--- config.mk ---
export PLATFORM = sky130hd
export DESIGN_NAME = fud_format_host
export DESIGN_NICKNAME = d
export VERILOG_FILES = /design/src/logic/fud_pkg.sv /design/src/logic/fud_format_host.sv
export SDC_FILE = /design/constraint.sdc
export NUM_CORES = 1
export LEC_CHECK = 0
export BUFFER_PORTS_ARGS = -buffer_cell sky130_fd_sc_hd__clkbuf_2
export CAP_MARGIN = 20
export CORE_UTILIZATION = 59
export CTS_CLUSTER_DIAMETER = 30
export DETAILED_ROUTE_END_ITERATION = 16
export PLACE_DENSITY = 0.76
export SLEW_MARGIN = 20
export SYNTH_ARGS = -nofsm -noshare
export SYNTH_HDL_FRONTEND = slang
export SYNTH_SLANG_ARGS = --single-unit
--- constraint.sdc ---
create_clock -name clock_in -period 5.3 [get_ports clock_in]
set_input_delay 1.06 -clock clock_in [delete_from_list [all_inputs] [get_ports clock_in]]
set_output_delay 1.06 -clock clock_in [all_outputs]
set_load 0.01 [all_outputs]
--- src/logic/fud_pkg.sv ---
// Constants, register map and carrier types for the format unit defect list controller.
// Assumes one 250 MHz clock domain shared by the APB slave and the device byte link.
package fud_pkg;
  localparam logic [7:0] OPCODE_FORMAT = 8'h04;
  localparam int CDB_BYTES = 6;
  localparam int HDR_BYTES = 4;
  localparam int LOGICAL_DESC_BYTES = 4;
  localparam int PHYS_DESC_BYTES = 8;
  // Byte positions in the outgoing frame: command block, then list header
  localparam logic [15:0] POS_OPCODE = 16'h0000;
  localparam logic [15:0] POS_FLAGS = 16'h0001;
  localparam logic [15:0] POS_PATTERN = 16'h0002;
  localparam logic [15:0] POS_ILV_HI = 16'h0003;
  localparam logic [15:0] POS_ILV_LO = 16'h0004;
  localparam logic [15:0] POS_CONTROL = 16'h0005;
  localparam logic [15:0] POS_HDR_RSVD = 16'h0006;
  localparam logic [15:0] POS_HDR_FLAGS = 16'h0007;
  localparam logic [15:0] POS_LEN_HI = 16'h0008;
  localparam logic [15:0] POS_LEN_LO = 16'h0009;
  // Register byte offsets
  localparam logic [7:0] OFF_CTRL = 8'h00;
  localparam logic [7:0] OFF_CMD = 8'h04;
  localparam logic [7:0] OFF_STATUS = 8'h08;
  localparam logic [7:0] OFF_DESC_DATA = 8'h0c;
  localparam logic [7:0] OFF_DESC_COUNT = 8'h10;
  // Command register bits
  localparam int CMD_GO_BIT = 0;
  localparam int CMD_CLEAR_BIT = 1;
  // Defect list format codes and field positions
  localparam logic [1:0] DLF_UNUSABLE = 2'h3;
  localparam int DLF_PHYS_BIT = 2;
  localparam logic [2:0] OPT_NO_LIST = 3'h3;
  localparam logic [31:0] CTRL_RESET = 32'h0000_0000;
  typedef struct packed {
    logic [15:0] interleave;
    logic [7:0] pattern;
    logic [1:0] spare;
    logic [2:0] dlf;
    logic [2:0] option;
  } fud_ctrl_t;
  typedef struct packed {
    logic format_data_supplied;
    logic complete_list_replace;
    logic format_options_valid_flag;
    logic disable_primary_list;
    logic provided;
  } fud_opt_t;
  typedef struct packed {
    logic valid;
    logic cdb;
    logic [7:0] data;
  } fud_link_t;
endpackage

--- src/logic/fud_format_host.sv ---
// Host controller that builds a FORMAT UNIT command and its defect list and streams them out.
// Assumes a byte link with valid/ready and a done/error pulse back from the drive, APB from software.
`timescale 1ns/1ps
`default_nettype none

module fud_format_host #(
  parameter int DESC_WORDS = 16
) (
  input wire logic clock_in,
  input wire logic resetn_in,
  input wire logic psel_in,
  input wire logic penable_in,
  input wire logic pwrite_in,
  input wire logic [7:0] paddr_in,
  input wire logic [31:0] pwdata_in,
  output logic [31:0] prdata_out,
  output logic pready_out,
  output logic pslverr_out,
  output fud_pkg::fud_link_t link_out,
  input wire logic link_ready_in,
  input wire logic link_done_in,
  input wire logic link_error_in
);
  localparam int IW = $clog2(DESC_WORDS);

  typedef enum logic [3:0] {
    ST_IDLE = 4'b0001,
    ST_SEND = 4'b0010,
    ST_WAIT = 4'b0100,
    ST_DONE = 4'b1000
  } fud_state_t;

  // Sending or waiting for the drive; no register may change under a frame
  function automatic logic is_busy(input fud_state_t s);
    return (s == ST_SEND) || (s == ST_WAIT);
  endfunction

  // Option code 0..7 selects formatting choices 1..8; unlisted flags stay zero
  function automatic fud_pkg::fud_opt_t decode_option(input logic [2:0] opt);
    fud_pkg::fud_opt_t o;
    o = '0;
    case (opt)
      3'h0: begin
        // No defects managed
        o.format_data_supplied = 1'b1;
        o.complete_list_replace = 1'b1;
        o.format_options_valid_flag = 1'b1;
        o.disable_primary_list = 1'b1;
      end
      3'h1: begin
        // Factory defects only
        o.format_data_supplied = 1'b1;
        o.complete_list_replace = 1'b1;
      end
      3'h2: begin
        // Grown defects only
        o.format_data_supplied = 1'b1;
        o.format_options_valid_flag = 1'b1;
        o.disable_primary_list = 1'b1;
      end
      fud_pkg::OPT_NO_LIST: begin
        // Factory plus grown: command only, no data-out phase
        o.format_data_supplied = 1'b0;
      end
      3'h4: begin
        // Provided defects only
        o.format_data_supplied = 1'b1;
        o.complete_list_replace = 1'b1;
        o.format_options_valid_flag = 1'b1;
        o.disable_primary_list = 1'b1;
        o.provided = 1'b1;
      end
      3'h5: begin
        // Provided plus factory
        o.format_data_supplied = 1'b1;
        o.complete_list_replace = 1'b1;
        o.provided = 1'b1;
      end
      3'h6: begin
        // Provided plus grown
        o.format_data_supplied = 1'b1;
        o.format_options_valid_flag = 1'b1;
        o.disable_primary_list = 1'b1;
        o.provided = 1'b1;
      end
      default: begin
        // Provided plus existing, header flags zero
        o.format_data_supplied = 1'b1;
        o.provided = 1'b1;
      end
    endcase
    return o;
  endfunction

  // Descriptor length in bytes for a list format
  function automatic logic [15:0] desc_size(input logic [2:0] dlf);
    if (dlf[fud_pkg::DLF_PHYS_BIT]) begin
      return 16'(fud_pkg::PHYS_DESC_BYTES);
    end
    return 16'(fud_pkg::LOGICAL_DESC_BYTES);
  endfunction

  // Byte lane of a stored word, most significant first
  function automatic logic [7:0] word_byte(input logic [31:0] w, input logic [1:0] lane);
    logic [7:0] b;
    case (lane)
      2'h0: b = w[31:24];
      2'h1: b = w[23:16];
      2'h2: b = w[15:8];
      default: b = w[7:0];
    endcase
    return b;
  endfunction

  // Unmapped offsets answer with an error instead of being ignored
  function automatic logic is_mapped(input logic [7:0] a);
    logic hit;
    case (a)
      fud_pkg::OFF_CTRL,
      fud_pkg::OFF_CMD,
      fud_pkg::OFF_STATUS,
      fud_pkg::OFF_DESC_DATA,
      fud_pkg::OFF_DESC_COUNT: hit = 1'b1;
      default: hit = 1'b0;
    endcase
    return hit;
  endfunction

  fud_state_t state_reg;
  fud_pkg::fud_ctrl_t ctrl_reg;
  logic [31:0] mem_reg [DESC_WORDS];
  logic [IW:0] wptr_reg;
  logic [7:0] count_reg;
  logic [15:0] pos_reg;
  logic [15:0] len_reg;
  logic [15:0] total_reg;
  logic done_reg;
  logic reject_reg;
  logic error_reg;
  fud_pkg::fud_opt_t opt_reg;

  logic apb_fire;
  logic apb_wr;
  logic addr_ok;
  logic go;
  logic start_ok;
  logic adv;
  logic [15:0] len_next;
  logic [15:0] words_next;
  logic [7:0] byte_next;
  logic [15:0] dpos;
  fud_pkg::fud_opt_t opt_next;

  assign apb_fire = psel_in & penable_in & pready_out;
  assign apb_wr = apb_fire & pwrite_in;
  assign addr_ok = is_mapped(paddr_in);
  assign go = apb_wr && (paddr_in == fud_pkg::OFF_CMD) && pwdata_in[fud_pkg::CMD_GO_BIT] &&
              !is_busy(state_reg);
  assign opt_next = decode_option(ctrl_reg.option);
  assign len_next = opt_next.provided ? 16'(count_reg * desc_size(ctrl_reg.dlf)) : 16'h0000;
  assign words_next = len_next >> 2;
  // Unusable list format with a data-out phase, or more words than stored, is never sent
  assign start_ok = ((ctrl_reg.dlf[2:1] != fud_pkg::DLF_UNUSABLE) ||
                     !opt_next.format_data_supplied) &&
                    (words_next <= 16'(wptr_reg));
  // The next byte loads when the link slot is empty or is being taken
  assign adv = (state_reg == ST_SEND) && (!link_out.valid || link_ready_in);
  assign dpos = pos_reg - 16'(fud_pkg::CDB_BYTES + fud_pkg::HDR_BYTES);

  always_comb begin
    byte_next = 8'h00;
    case (pos_reg)
      fud_pkg::POS_OPCODE: byte_next = fud_pkg::OPCODE_FORMAT;
      fud_pkg::POS_FLAGS: byte_next = {3'h0, opt_reg.format_data_supplied,
                          opt_reg.complete_list_replace, ctrl_reg.dlf};
      fud_pkg::POS_PATTERN: byte_next = ctrl_reg.pattern;
      fud_pkg::POS_ILV_HI: byte_next = ctrl_reg.interleave[15:8];
      fud_pkg::POS_ILV_LO: byte_next = ctrl_reg.interleave[7:0];
      fud_pkg::POS_CONTROL: byte_next = 8'h00;
      fud_pkg::POS_HDR_RSVD: byte_next = 8'h00;
      // Certification and stop-format always zero
      fud_pkg::POS_HDR_FLAGS: byte_next = {opt_reg.format_options_valid_flag,
                                           opt_reg.disable_primary_list, 6'h00};
      fud_pkg::POS_LEN_HI: byte_next = len_reg[15:8];
      fud_pkg::POS_LEN_LO: byte_next = len_reg[7:0];
      default: begin
        // Descriptors go most significant byte first
        byte_next = word_byte(mem_reg[dpos[IW+1:2]], dpos[1:0]);
      end
    endcase
  end

  // APB handshake: one wait state, so a request ends at the second access edge
  always_ff @(posedge clock_in or negedge resetn_in) begin
    if (!resetn_in) begin
      pready_out <= 1'b0;
      pslverr_out <= 1'b0;
    end else begin
      pready_out <= psel_in & penable_in & ~pready_out;
      pslverr_out <= psel_in & penable_in & ~pready_out & ~addr_ok;
    end
  end

  // Read data stands only in the ready cycle, zero otherwise
  always_ff @(posedge clock_in or negedge resetn_in) begin
    if (!resetn_in) begin
      prdata_out <= 32'h0000_0000;
    end else begin
      prdata_out <= 32'h0000_0000;
      if (psel_in && penable_in && !pready_out && !pwrite_in) begin
        case (paddr_in)
          fud_pkg::OFF_CTRL: prdata_out <= ctrl_reg;
          fud_pkg::OFF_STATUS: prdata_out <= {16'(wptr_reg), 12'h000, error_reg, reject_reg,
                                              done_reg, state_reg != ST_IDLE && !done_reg};
          fud_pkg::OFF_DESC_COUNT: prdata_out <= {24'h000000, count_reg};
          default: prdata_out <= 32'h0000_0000;
        endcase
      end
    end
  end

  // Configuration registers; frozen while a command is in flight
  always_ff @(posedge clock_in or negedge resetn_in) begin
    if (!resetn_in) begin
      ctrl_reg <= fud_pkg::CTRL_RESET;
      count_reg <= 8'h00;
    end else if (apb_wr && !is_busy(state_reg)) begin
      if (paddr_in == fud_pkg::OFF_CTRL) begin
        ctrl_reg <= pwdata_in;
      end
      if (paddr_in == fud_pkg::OFF_DESC_COUNT) begin
        count_reg <= pwdata_in[7:0];
      end
    end
  end

  // Descriptor store; words beyond the depth are dropped
  always_ff @(posedge clock_in or negedge resetn_in) begin
    if (!resetn_in) begin
      wptr_reg <= '0;
      for (int i = 0; i < DESC_WORDS; i++) begin
        mem_reg[i] <= 32'h0000_0000;
      end
    end else if (apb_wr && !is_busy(state_reg)) begin
      if (paddr_in == fud_pkg::OFF_CMD && pwdata_in[fud_pkg::CMD_CLEAR_BIT]) begin
        wptr_reg <= '0;
      end else if (paddr_in == fud_pkg::OFF_DESC_DATA && wptr_reg < (IW+1)'(DESC_WORDS)) begin
        mem_reg[wptr_reg[IW-1:0]] <= pwdata_in;
        wptr_reg <= wptr_reg + 1'b1;
      end
    end
  end

  // Sequencer: command bytes, then header and descriptors only with a list
  always_ff @(posedge clock_in or negedge resetn_in) begin
    if (!resetn_in) begin
      state_reg <= ST_IDLE;
      pos_reg <= 16'h0000;
      len_reg <= 16'h0000;
      total_reg <= 16'h0000;
      opt_reg <= '0;
      done_reg <= 1'b0;
      reject_reg <= 1'b0;
      error_reg <= 1'b0;
    end else begin
      case (state_reg)
        ST_IDLE, ST_DONE: begin
          if (go) begin
            done_reg <= !start_ok;
            reject_reg <= !start_ok;
            error_reg <= 1'b0;
            opt_reg <= opt_next;
            len_reg <= len_next;
            pos_reg <= 16'h0000;
            total_reg <= opt_next.format_data_supplied ?
                         16'(fud_pkg::CDB_BYTES + fud_pkg::HDR_BYTES) + len_next :
                         16'(fud_pkg::CDB_BYTES);
            state_reg <= start_ok ? ST_SEND : ST_DONE;
          end
        end
        ST_SEND: begin
          if (adv) begin
            if (pos_reg == total_reg) begin
              state_reg <= ST_WAIT;
            end else begin
              pos_reg <= pos_reg + 16'h0001;
            end
          end
        end
        ST_WAIT: begin
          if (link_done_in) begin
            error_reg <= link_error_in;
            done_reg <= 1'b1;
            state_reg <= ST_DONE;
          end
        end
        default: begin
          state_reg <= ST_IDLE;
        end
      endcase
    end
  end

  // Link byte register; held until the drive takes it
  always_ff @(posedge clock_in or negedge resetn_in) begin
    if (!resetn_in) begin
      link_out <= '0;
    end else if (adv) begin
      link_out.valid <= (pos_reg != total_reg);
      link_out.cdb <= (pos_reg < 16'(fud_pkg::CDB_BYTES));
      link_out.data <= (pos_reg != total_reg) ? byte_next : 8'h00;
    end
  end
endmodule // fud_format_host

`default_nettype wire

# Yosys cells after proc, flatten, opt, wreduce, memory -nomap -nowiden
# Index checks and enable logic that the tools add are counted.
# totals
register_bits,660
in_bits,48
output_inout_bits,44
wordCells,176
# op_classes
addsub,4
n_mul,1
order_cmp,6
n_eq_ne,34
mux,38
n_bitwise,10
n_reduce_logical,43
# ops
cell,n
bitwise mux 512 bit,1
binary-select mux 32 bit (select 4 bit),1
demux 32 bit (select 4 bit),1
2-to-1 mux 32 bit,4
2-to-1 mux 16 bit,7
case mux 32 bit (3 select lines),1
case mux 8 bit (9 select lines),1
equality test 16 x 3 -> 1 bit (second input constant),4
equality test 16 x 2 -> 1 bit (second input constant),2
equality test 16 x 4 -> 1 bit (second input constant),2
case mux 16 bit (2 select lines),1
case mux 8 bit (3 select lines),1
2-to-1 mux 4 bit,5
adder 16 x 1 -> 16 bit (second input constant),1
adder 4 x 16 -> 16 bit (first input constant),1
equality test 16 x 1 -> 1 bit (second input constant),1
equality test 16 bit,1
equality test 8 x 4 -> 1 bit (second input constant),2
zero test 16 bit,1
less-than comparator 16 x 3 -> 1 bit (second input constant),1
multiplier 8 x 16 -> 16 bit,1
inequality test 16 bit,1
<= comparator 14 x 5 -> 1 bit,1
logical AND 1 bit,13
40 further kinds,81

# Depth between registers and ports, before layout
# Gate-level depths: netlist (run 1).
# logic_depth
ltp_word,9
mapped_depth,16
mapped_depth_nobuf,14

# Least setup slack after synthesis (run 1)
# OpenSTA, ideal clock, no wires.
# synth_timing
path_type,reg2reg
start,reg pos_reg[2]
end,reg link_out[1] in the netlist's numbering
arrival_time_ns,3.270
setup_slack_ns,1.906
stages_incl_launch_ff,12
period_less_slack_ns,3.394
path_cell_list,dfrtp_1 -> clkbuf_1 -> inv_1 -> ha_1 -> buf_4 -> inv_1 -> buf_1 -> mux4_2 -> mux4_2 -> nand2_1 -> o31ai_1 -> o31a_1
# synth_between
elab_chain_cells,8
word_cells_on_any_way,20
cone_classes,add/sub: 1; eq/ne: 10; mux: 6; bitwise: 1; reduce/logical: 2
# synth_rtl
element,line_no,source
from (decl),fud_format_host.sv:134,logic [15:0] pos_reg;
from (signal assigned),fud_format_host.sv:286,pos_reg <= pos_reg + 16'h0001;
subtractor 6 x 4 -> 6 bit,fud_format_host.sv:168,assign dpos = pos_reg - 16'(fud_pkg::CDB_BYTES + fud_pkg::HDR_BYTES);
inverter 4 -> 5 bit (not written as such),fud_format_host.sv:188,"byte_next = word_byte(mem_reg[dpos[IW+1:2]], dpos[1:0]);"
binary-select mux 32 bit (select 4 bit),fud_format_host.sv:188,
2-to-1 mux 32 bit (not written as such) (2 in a row),fud_format_host.sv:188,
case mux 8 bit (3 select lines),fud_format_host.sv:106,case (lane)
case mux 8 bit (9 select lines),fud_format_host.sv:172,case (pos_reg)
2-to-1 mux 8 bit *,fud_format_host.sv:311,link_out.data <= (pos_reg != total_reg) ? byte_next : 8'h00;
to (decl),fud_format_host.sv:19,"output fud_pkg::fud_link_t link_out,"
# Mark *: on every way between the ends. The rest lies on a longest branch, timed or not. The select of a mux whose other input is x is not followed.
# A chain may end at the register's enable or synchronous reset.

# Worst setup path after layout (run 1)
# layout_timing
start,reg pos_reg[2]
end,reg link_out[0] in the netlist's numbering
# The elaborated chain is that of the path after synthesis.

==> results of run 1 <==
cell usage in the layout, fill, tap and decap left out, types with 24 or more instances in the layout:
cell / count
a21oi_1: 24
xnor2_1: 33
clkbuf_16: 138
mux4_2: 108
dfrtp_1: 652
buf_4: 35
ha_1: 25
nor2_1: 55
nand3_1: 37
mux2_2: 486
mux2_1: 68
and3_1: 29
clkbuf_2: 90
nand2_1: 167
mux2i_1: 43
nor3_1: 25
o21ai_0: 28
through the flow:
stage	setup slack, ns	total power, mW	cell area, sq um
final	1.20	13.8	36400
after global routing	1.04	14.1	36400
after CTS	1.29	13.8	36400
after detailed placement	1.03	5.40	31900
after global placement	1.12	5.39	31900
after floorplan	1.91	5.19	30700
cells in the mapped netlist (29+ instances only):
cell type,count,area (sq um)
xnor2_1,36,315
dfrtp_1,652,16300
mux2_2,486,5470
mux2i_1,43,430
clkbuf_1,81,304
buf_2,76,380
nand2_1,167,627
nand3_1,41,205
and3_1,29,181
nor2_1,64,240
mux4_2,108,2430
mux2_1,68,766
power by group through the flow:
stage / clock network [mW] / logic [mW] / registers (mW)
4_1_cts: 8.50 / 0.301 / 5.02
5_1_grt: 8.76 / 0.335 / 5.02
3_5_place_dp: 0 / 0.299 / 5.10
6_report: 8.44 / 0.303 / 5.02
3_3_place_gp: 0 / 0.289 / 5.10
2_1_floorplan: 0 / 0.101 / 5.09
worst max path at each step:
stage / to / slack, ns / cells after the start
2_1_floorplan: link_out[1] / 1.91 / 11
3_3_place_gp: mem_reg[170] / 1.12 / 9
3_5_place_dp: mem_reg[170] / 1.03 / 9
4_1_cts: link_out[7] / 1.29 / 9
5_1_grt: link_out[0] / 1.04 / 8
6_report: link_out[0] / 1.20 / 9
area by class of cell:
cell class,count,area [sq um],share of cell area [%]
flip-flops and latches,653,16300,44.8
multi-input cells,1421,13600,37.3
clock buffers,173,3740,10.3
repair buffers,138,968,2.66
well taps,680,851,2.33
clock inverters,61,830,2.28
inverters,22,85.1,0.233
diodes,4,10.0,0.0275
cells by family after synthesis:
| family | count (synthesis) |
|---|---|
| multiplexers | 705 |
| flip-flops | 653 |
| AND/OR/NAND/NOR | 408 |
| AO/OA/AOI/OAI | 236 |
| buffers and inverters | 195 |
| XOR/XNOR | 42 |
| adder cells (fa/ha/maj) | 25 |
| other | 1 |
worst register-to-register path, delay by kind of cell, from the launching register on:
family / cells / cell delay [ns]
xor+xnor: 1 / 0.20
fa+ha+maj: 1 / 0.35
flops: 1 / 0.73
simple gates: 2 / 1.23
buf+inv: 2 / 0.49
compound gates: 3 / 0.93
metal layers:
layer  vias to the layer above  track usage [%]  part of all wire [%]
li1                       8595                -                     -
met3                       269             7.39                   7.7
met1                     11000             43.5                    39
met5                         -                0                     0
met2                      1028             53.8                    49
met4                         0             17.5                   4.7
==> impl_metrics.json, run 1 <==
{
  "synthCells": 2265,
  "start_util_pct": 59.7,
  "worst_r2r_path_depth": 9,
  "fin_crit_sh_pct": 77.3,
  "power_frac_seq_pct": 36.5,
  "max_stage_delay_ns": 0.82,
  "h-tree-depth": 4,
  "clock_path_buffers": 3,
  "port_buffers": 91,
  "status": "finished clean",
  "root_buffer": "clkbuf_16",
  "synthAdderAreaFrac_pct": 1.02,
  "grt_pass1_vias": 22000,
  "irDropWorstVdd_v": 0.000358,
  "cp-start-kind": "register",
  "drive_gt1_share_pct": 40.1,
  "cp_num_buf_inv": 2,
  "setup_tns_ns": 0,
  "holdWs_ns": 0.451,
  "cts.repair.resized": 0,
  "placed_cells": 2914,
  "slew-limit-headroom_pct": 25.4,
  "switching_share_pct": 21.5,
  "wl_per_cell_um": 27.2,
  "drv_cap": 0,
  "timing.rr.start": "pos_reg[2]",
  "grt_pass1_wl_mm": 134,
  "critPathLaunch": "pos_reg[2]",
  "ys.flop_type": "dfrtp_1",
  "synth.area.mux_share_pct": 29.7,
  "dieArea_sq_um": 52900,
  "grt_max_degree": 121,
  "clkLatencyLatePin_ns": 0.71,
  "hold_class": "input pin to asynchronous set/reset pin",
  "std_cell_rows": 83,
  "final_util_pct": 71.0,
  "cp_max_fo": 103,
  "timing.fmax_mhz": 244,
  "fp.dieH_um": 230,
  "r2r_slack_ns": 1.20,
  "cts_tree": "yes",
  "crit_type": "register to register",
  "cpMostUsedCell": "a31oi_1",
  "clock-sinks": 653,
  "r2r_end": "link_out[0]",
  "cp_top_family": "simple AND/OR/NAND/NOR gates",
  "synth_cell_type_count": 76,
  "end_kind": "register",
  "area_growth_pct": 18.9,
  "fin_skew_ns": 0.0196,
  "antenna_found_initial": 6,
  "stdcell_count": 3152,
  "pwr-share-comb_pct": 2.2,
  "routed_via_density": 6.62,
  "globalRoute.totalOverflow": 0,
  "routed_wl_mm": 85.9,
  "synth_top_family_by_area": "multiplexers",
  "io_pins": 92,
  "drt-initial-drc-count": 2134,
  "largest_reg_flops": 512,
  "min_period_ns": 4.10,
  "leakage_nw": 17.6,
  "hpwl_mm": 51.4,
  "vias": 20900,
  "cts.repair_timing.setup_buffer_count": 0,
  "clkTransAtPathRegs_ns": 0.04,
  "nets": 2442,
  "dr.pass1.iters": 5,
  "synthXorXnorAreaFrac_pct": 1.20,
  "synth_edf_count": 0,
  "fill_cells": 3228,
  "ys_seq_area_share_pct": 53.3,
  "p_clk_share_pct": 61.3,
  "rsz0062_at_grt": "no",
  "syn_area_sq_um": 30600,
  "grt_usage_pct": 33.7,
  "slew_violations": 0,
  "hold_buffers": 0,
  "cts_made_buffers": 133,
  "core_sq_um": 51300,
  "synth_seq_cells": 653,
  "gp_congestion": 0.980,
  "powerDensity_nw_per_um2": 378,
  "p_sw_mw": 2.96,
  "required_ns": 5.82,
  "worstMarginPinSlew_ns": 1.11,
  "die_w_um": 230,
  "p_int_mw": 10.8,
  "setup_viol": 0,
  "synth_compound_area_share_pct": 5.57,
  "synth.avg_cell_area_sq_um": 13.5,
  "postRouteAntennaNets": 0,
  "async_flop_share_pct": 100,
  "hold_viol_final": 0,
  "synth_warnings": 0,
  "yosys.area_share.simple_pct": 6.39,
  "crit_slowest_cell": "nor2_1",
  "remaining_drc_errors": 0,
  "cp_cell_sequence": "inv_1, ha_1, xnor2_2, buf_12, nor2_1, a32oi_1, and3_1, a31oi_1, a31oi_1",
  "worstPathArrival_ns": 4.62
}
No activity file was read; power rests on OpenSTA's default activity.
==> run 2: changes to the inputs <==
clock period = 3.9 ns   (was 5.3 ns; I/O delays follow)
==> run 2 against run 1 <==
  * Clock power grew 34%
  * Register-to-register slack lost 0.94 ns
  * Die area is the same
==> impl_metrics.json, run 2 (same netlist as run 1, synthesis figures left out) <==
{
  "status": "finished clean",
  "rsz0062_at_grt": "no",
  "dieArea_sq_um": 52900,
  "postRouteAntennaNets": 0,
  "timing.rr.start": "ctrl_reg[5]",
  "hold_class": "input pin to asynchronous set/reset pin",
  "timing.fmax_mhz": 275,
  "std_cell_rows": 83,
  "drt-initial-drc-count": 2012,
  "powerDensity_nw_per_um2": 502,
  "clock-sinks": 653,
  "globalRoute.totalOverflow": 0,
  "h-tree-depth": 4,
  "worst_r2r_path_depth": 13,
  "leakage_nw": 17.9,
  "worstPathArrival_ns": 4.19,
  "cp_max_fo": 7,
  "slew-limit-headroom_pct": 35.4,
  "clkTransAtPathRegs_ns": 0.05,
  "place_area_sq_um": 32400,
  "antennaDiodeCount": 0,
  "r2r_slack_ns": 0.26,
  "gp_congestion": 0.945,
  "io_pins": 92,
  "routed_via_density": 6.55,
  "remaining_drc_errors": 0,
  "grt_pass1_vias": 22300,
  "drv_cap": 0,
  "required_ns": 4.46,
  "m1WireLength_mm": 35.0,
  "hold_viol_final": 0,
  "grt_max_degree": 103,
  "vias": 20900,
  "worstMarginPinSlew_ns": 0.969,
  "irDropWorstVdd_v": 0.000435,
  "r2r_end": "reject_reg",
  "fp.dieH_um": 230,
  "critPathLaunch": "ctrl_reg[5]",
  "worstSetupEndpoint": "reject_reg",
  "slew_violations": 0,
  "end_kind": "register",
  "final_cell_mix": "dfrtp_1 (652), mux2_2 (486), nand2_1 (167)",
  "multi_input_area_sq_um": 13600,
  "crit_type": "register to register",
  "nets": 2491,
  "fin_crit_sh_pct": 93.3,
  "fin_ws_ns": 0.263,
  "port_buffers": 91,
  "grt_pass1_wl_mm": 136,
  "routed_wl_mm": 87.4,
  "min_period_ns": 3.64,
  "cp-start-kind": "register",
  "fin_skew_ns": 0.0286,
  "mostFrequentLayoutCell": "dfrtp_1",
  "wl_per_cell_um": 27.4,
  "largest_reg_flops": 512,
  "setup_tns_ns": 0,
  "fill_cells": 3180,
  "die_w_um": 230,
  "dr_wl_met3_mm": 6.48,
  "core_sq_um": 51300,
  "cts.repair_timing.setup_buffer_count": 0,
  "hpwl_mm": 53.8,
  "start_util_pct": 59.7,
  "cts.repair.resized": 0,
  "root_buffer": "clkbuf_16",
  "cts_made_buffers": 131,
  "route.top_layer_used": "met4",
  "area_growth_pct": 20.5,
  "grt_usage_pct": 34.5,
  "clock_path_buffers": 3,
  "final_area_sq_um": 36900,
  "hold_buffers": 0,
  "clkLatencyLatePin_ns": 0.70,
  "wl_met2_mm": 41.6,
  "setup_viol": 0,
  "drive_gt1_share_pct": 40.9,
  "ff_latch_area_sq_um": 16300,
  "antenna_found_initial": 0,
  "dr.pass1.iters": 7,
  "pre_cts_ws_ns": 0.325,
  "cts_tree": "yes"
}
## run 2: metrics by stage
stage	utilization (%)	std cells	hold slack, ns	total power [mW]
finish	72.0	3193	0.159	18.5
global route	72.0	3193	0.207	19.0
CTS	72.0	3193	0.187	18.6
detailed placement	63.2	2965	0.469	7.34
global placement	63.2	2965	0.461	7.32
floorplan	-	2269	0.446	7.06
## run 2: final cells by class
cell class / count / area share, %
clock inverters: 47 / 1.79
repair buffers: 189 / 4.20
well taps: 680 / 2.30
inverters: 22 / 0.230
flip-flops and latches: 653 / 44.3
clock buffers: 181 / 10.4
multi-input cells: 1421 / 36.9
## run 2: critical path: stages, from the launching register on
cell and delay, ns:
dfrtp_1 0.51, mux2_2 0.38, ha_1 0.30, ha_1 0.35, nand2_1 0.14, inv_1 0.10
ha_1 0.33, nand4_1 0.12, mux2i_1 0.16, a21oi_1 0.07, a31oi_1 0.23, nand3_1 0.13
nor4b_2 0.51, a21oi_1 0.16
## run 2: worst min-delay path by stage
stage                             from           end
after CTS                    resetn_in  mem_reg[466]
after floorplan             len_reg[4]    len_reg[4]
after global placement    mem_reg[364]  mem_reg[364]
after detailed placement   link_out[8]   link_out[8]
after global routing         resetn_in  mem_reg[466]
final                        resetn_in  mem_reg[466]
## run 2: power breakdown
group          switching (mW)  leakage (nW)  internal [mW]  total (mW)
combinational           0.319          6.66         0.0979       0.417
clock                    3.53          2.20           7.76        11.3
sequential             0.0201          9.08           6.81        6.83
total                    3.87          17.9           14.7        18.5
## run 2: metal layers
layer	vias up	global-route usage, %
li1	8713	-
met1	10900	45.3
met2	992	53.8
met3	288	7.63
met4	0	18.2
met5	-	0
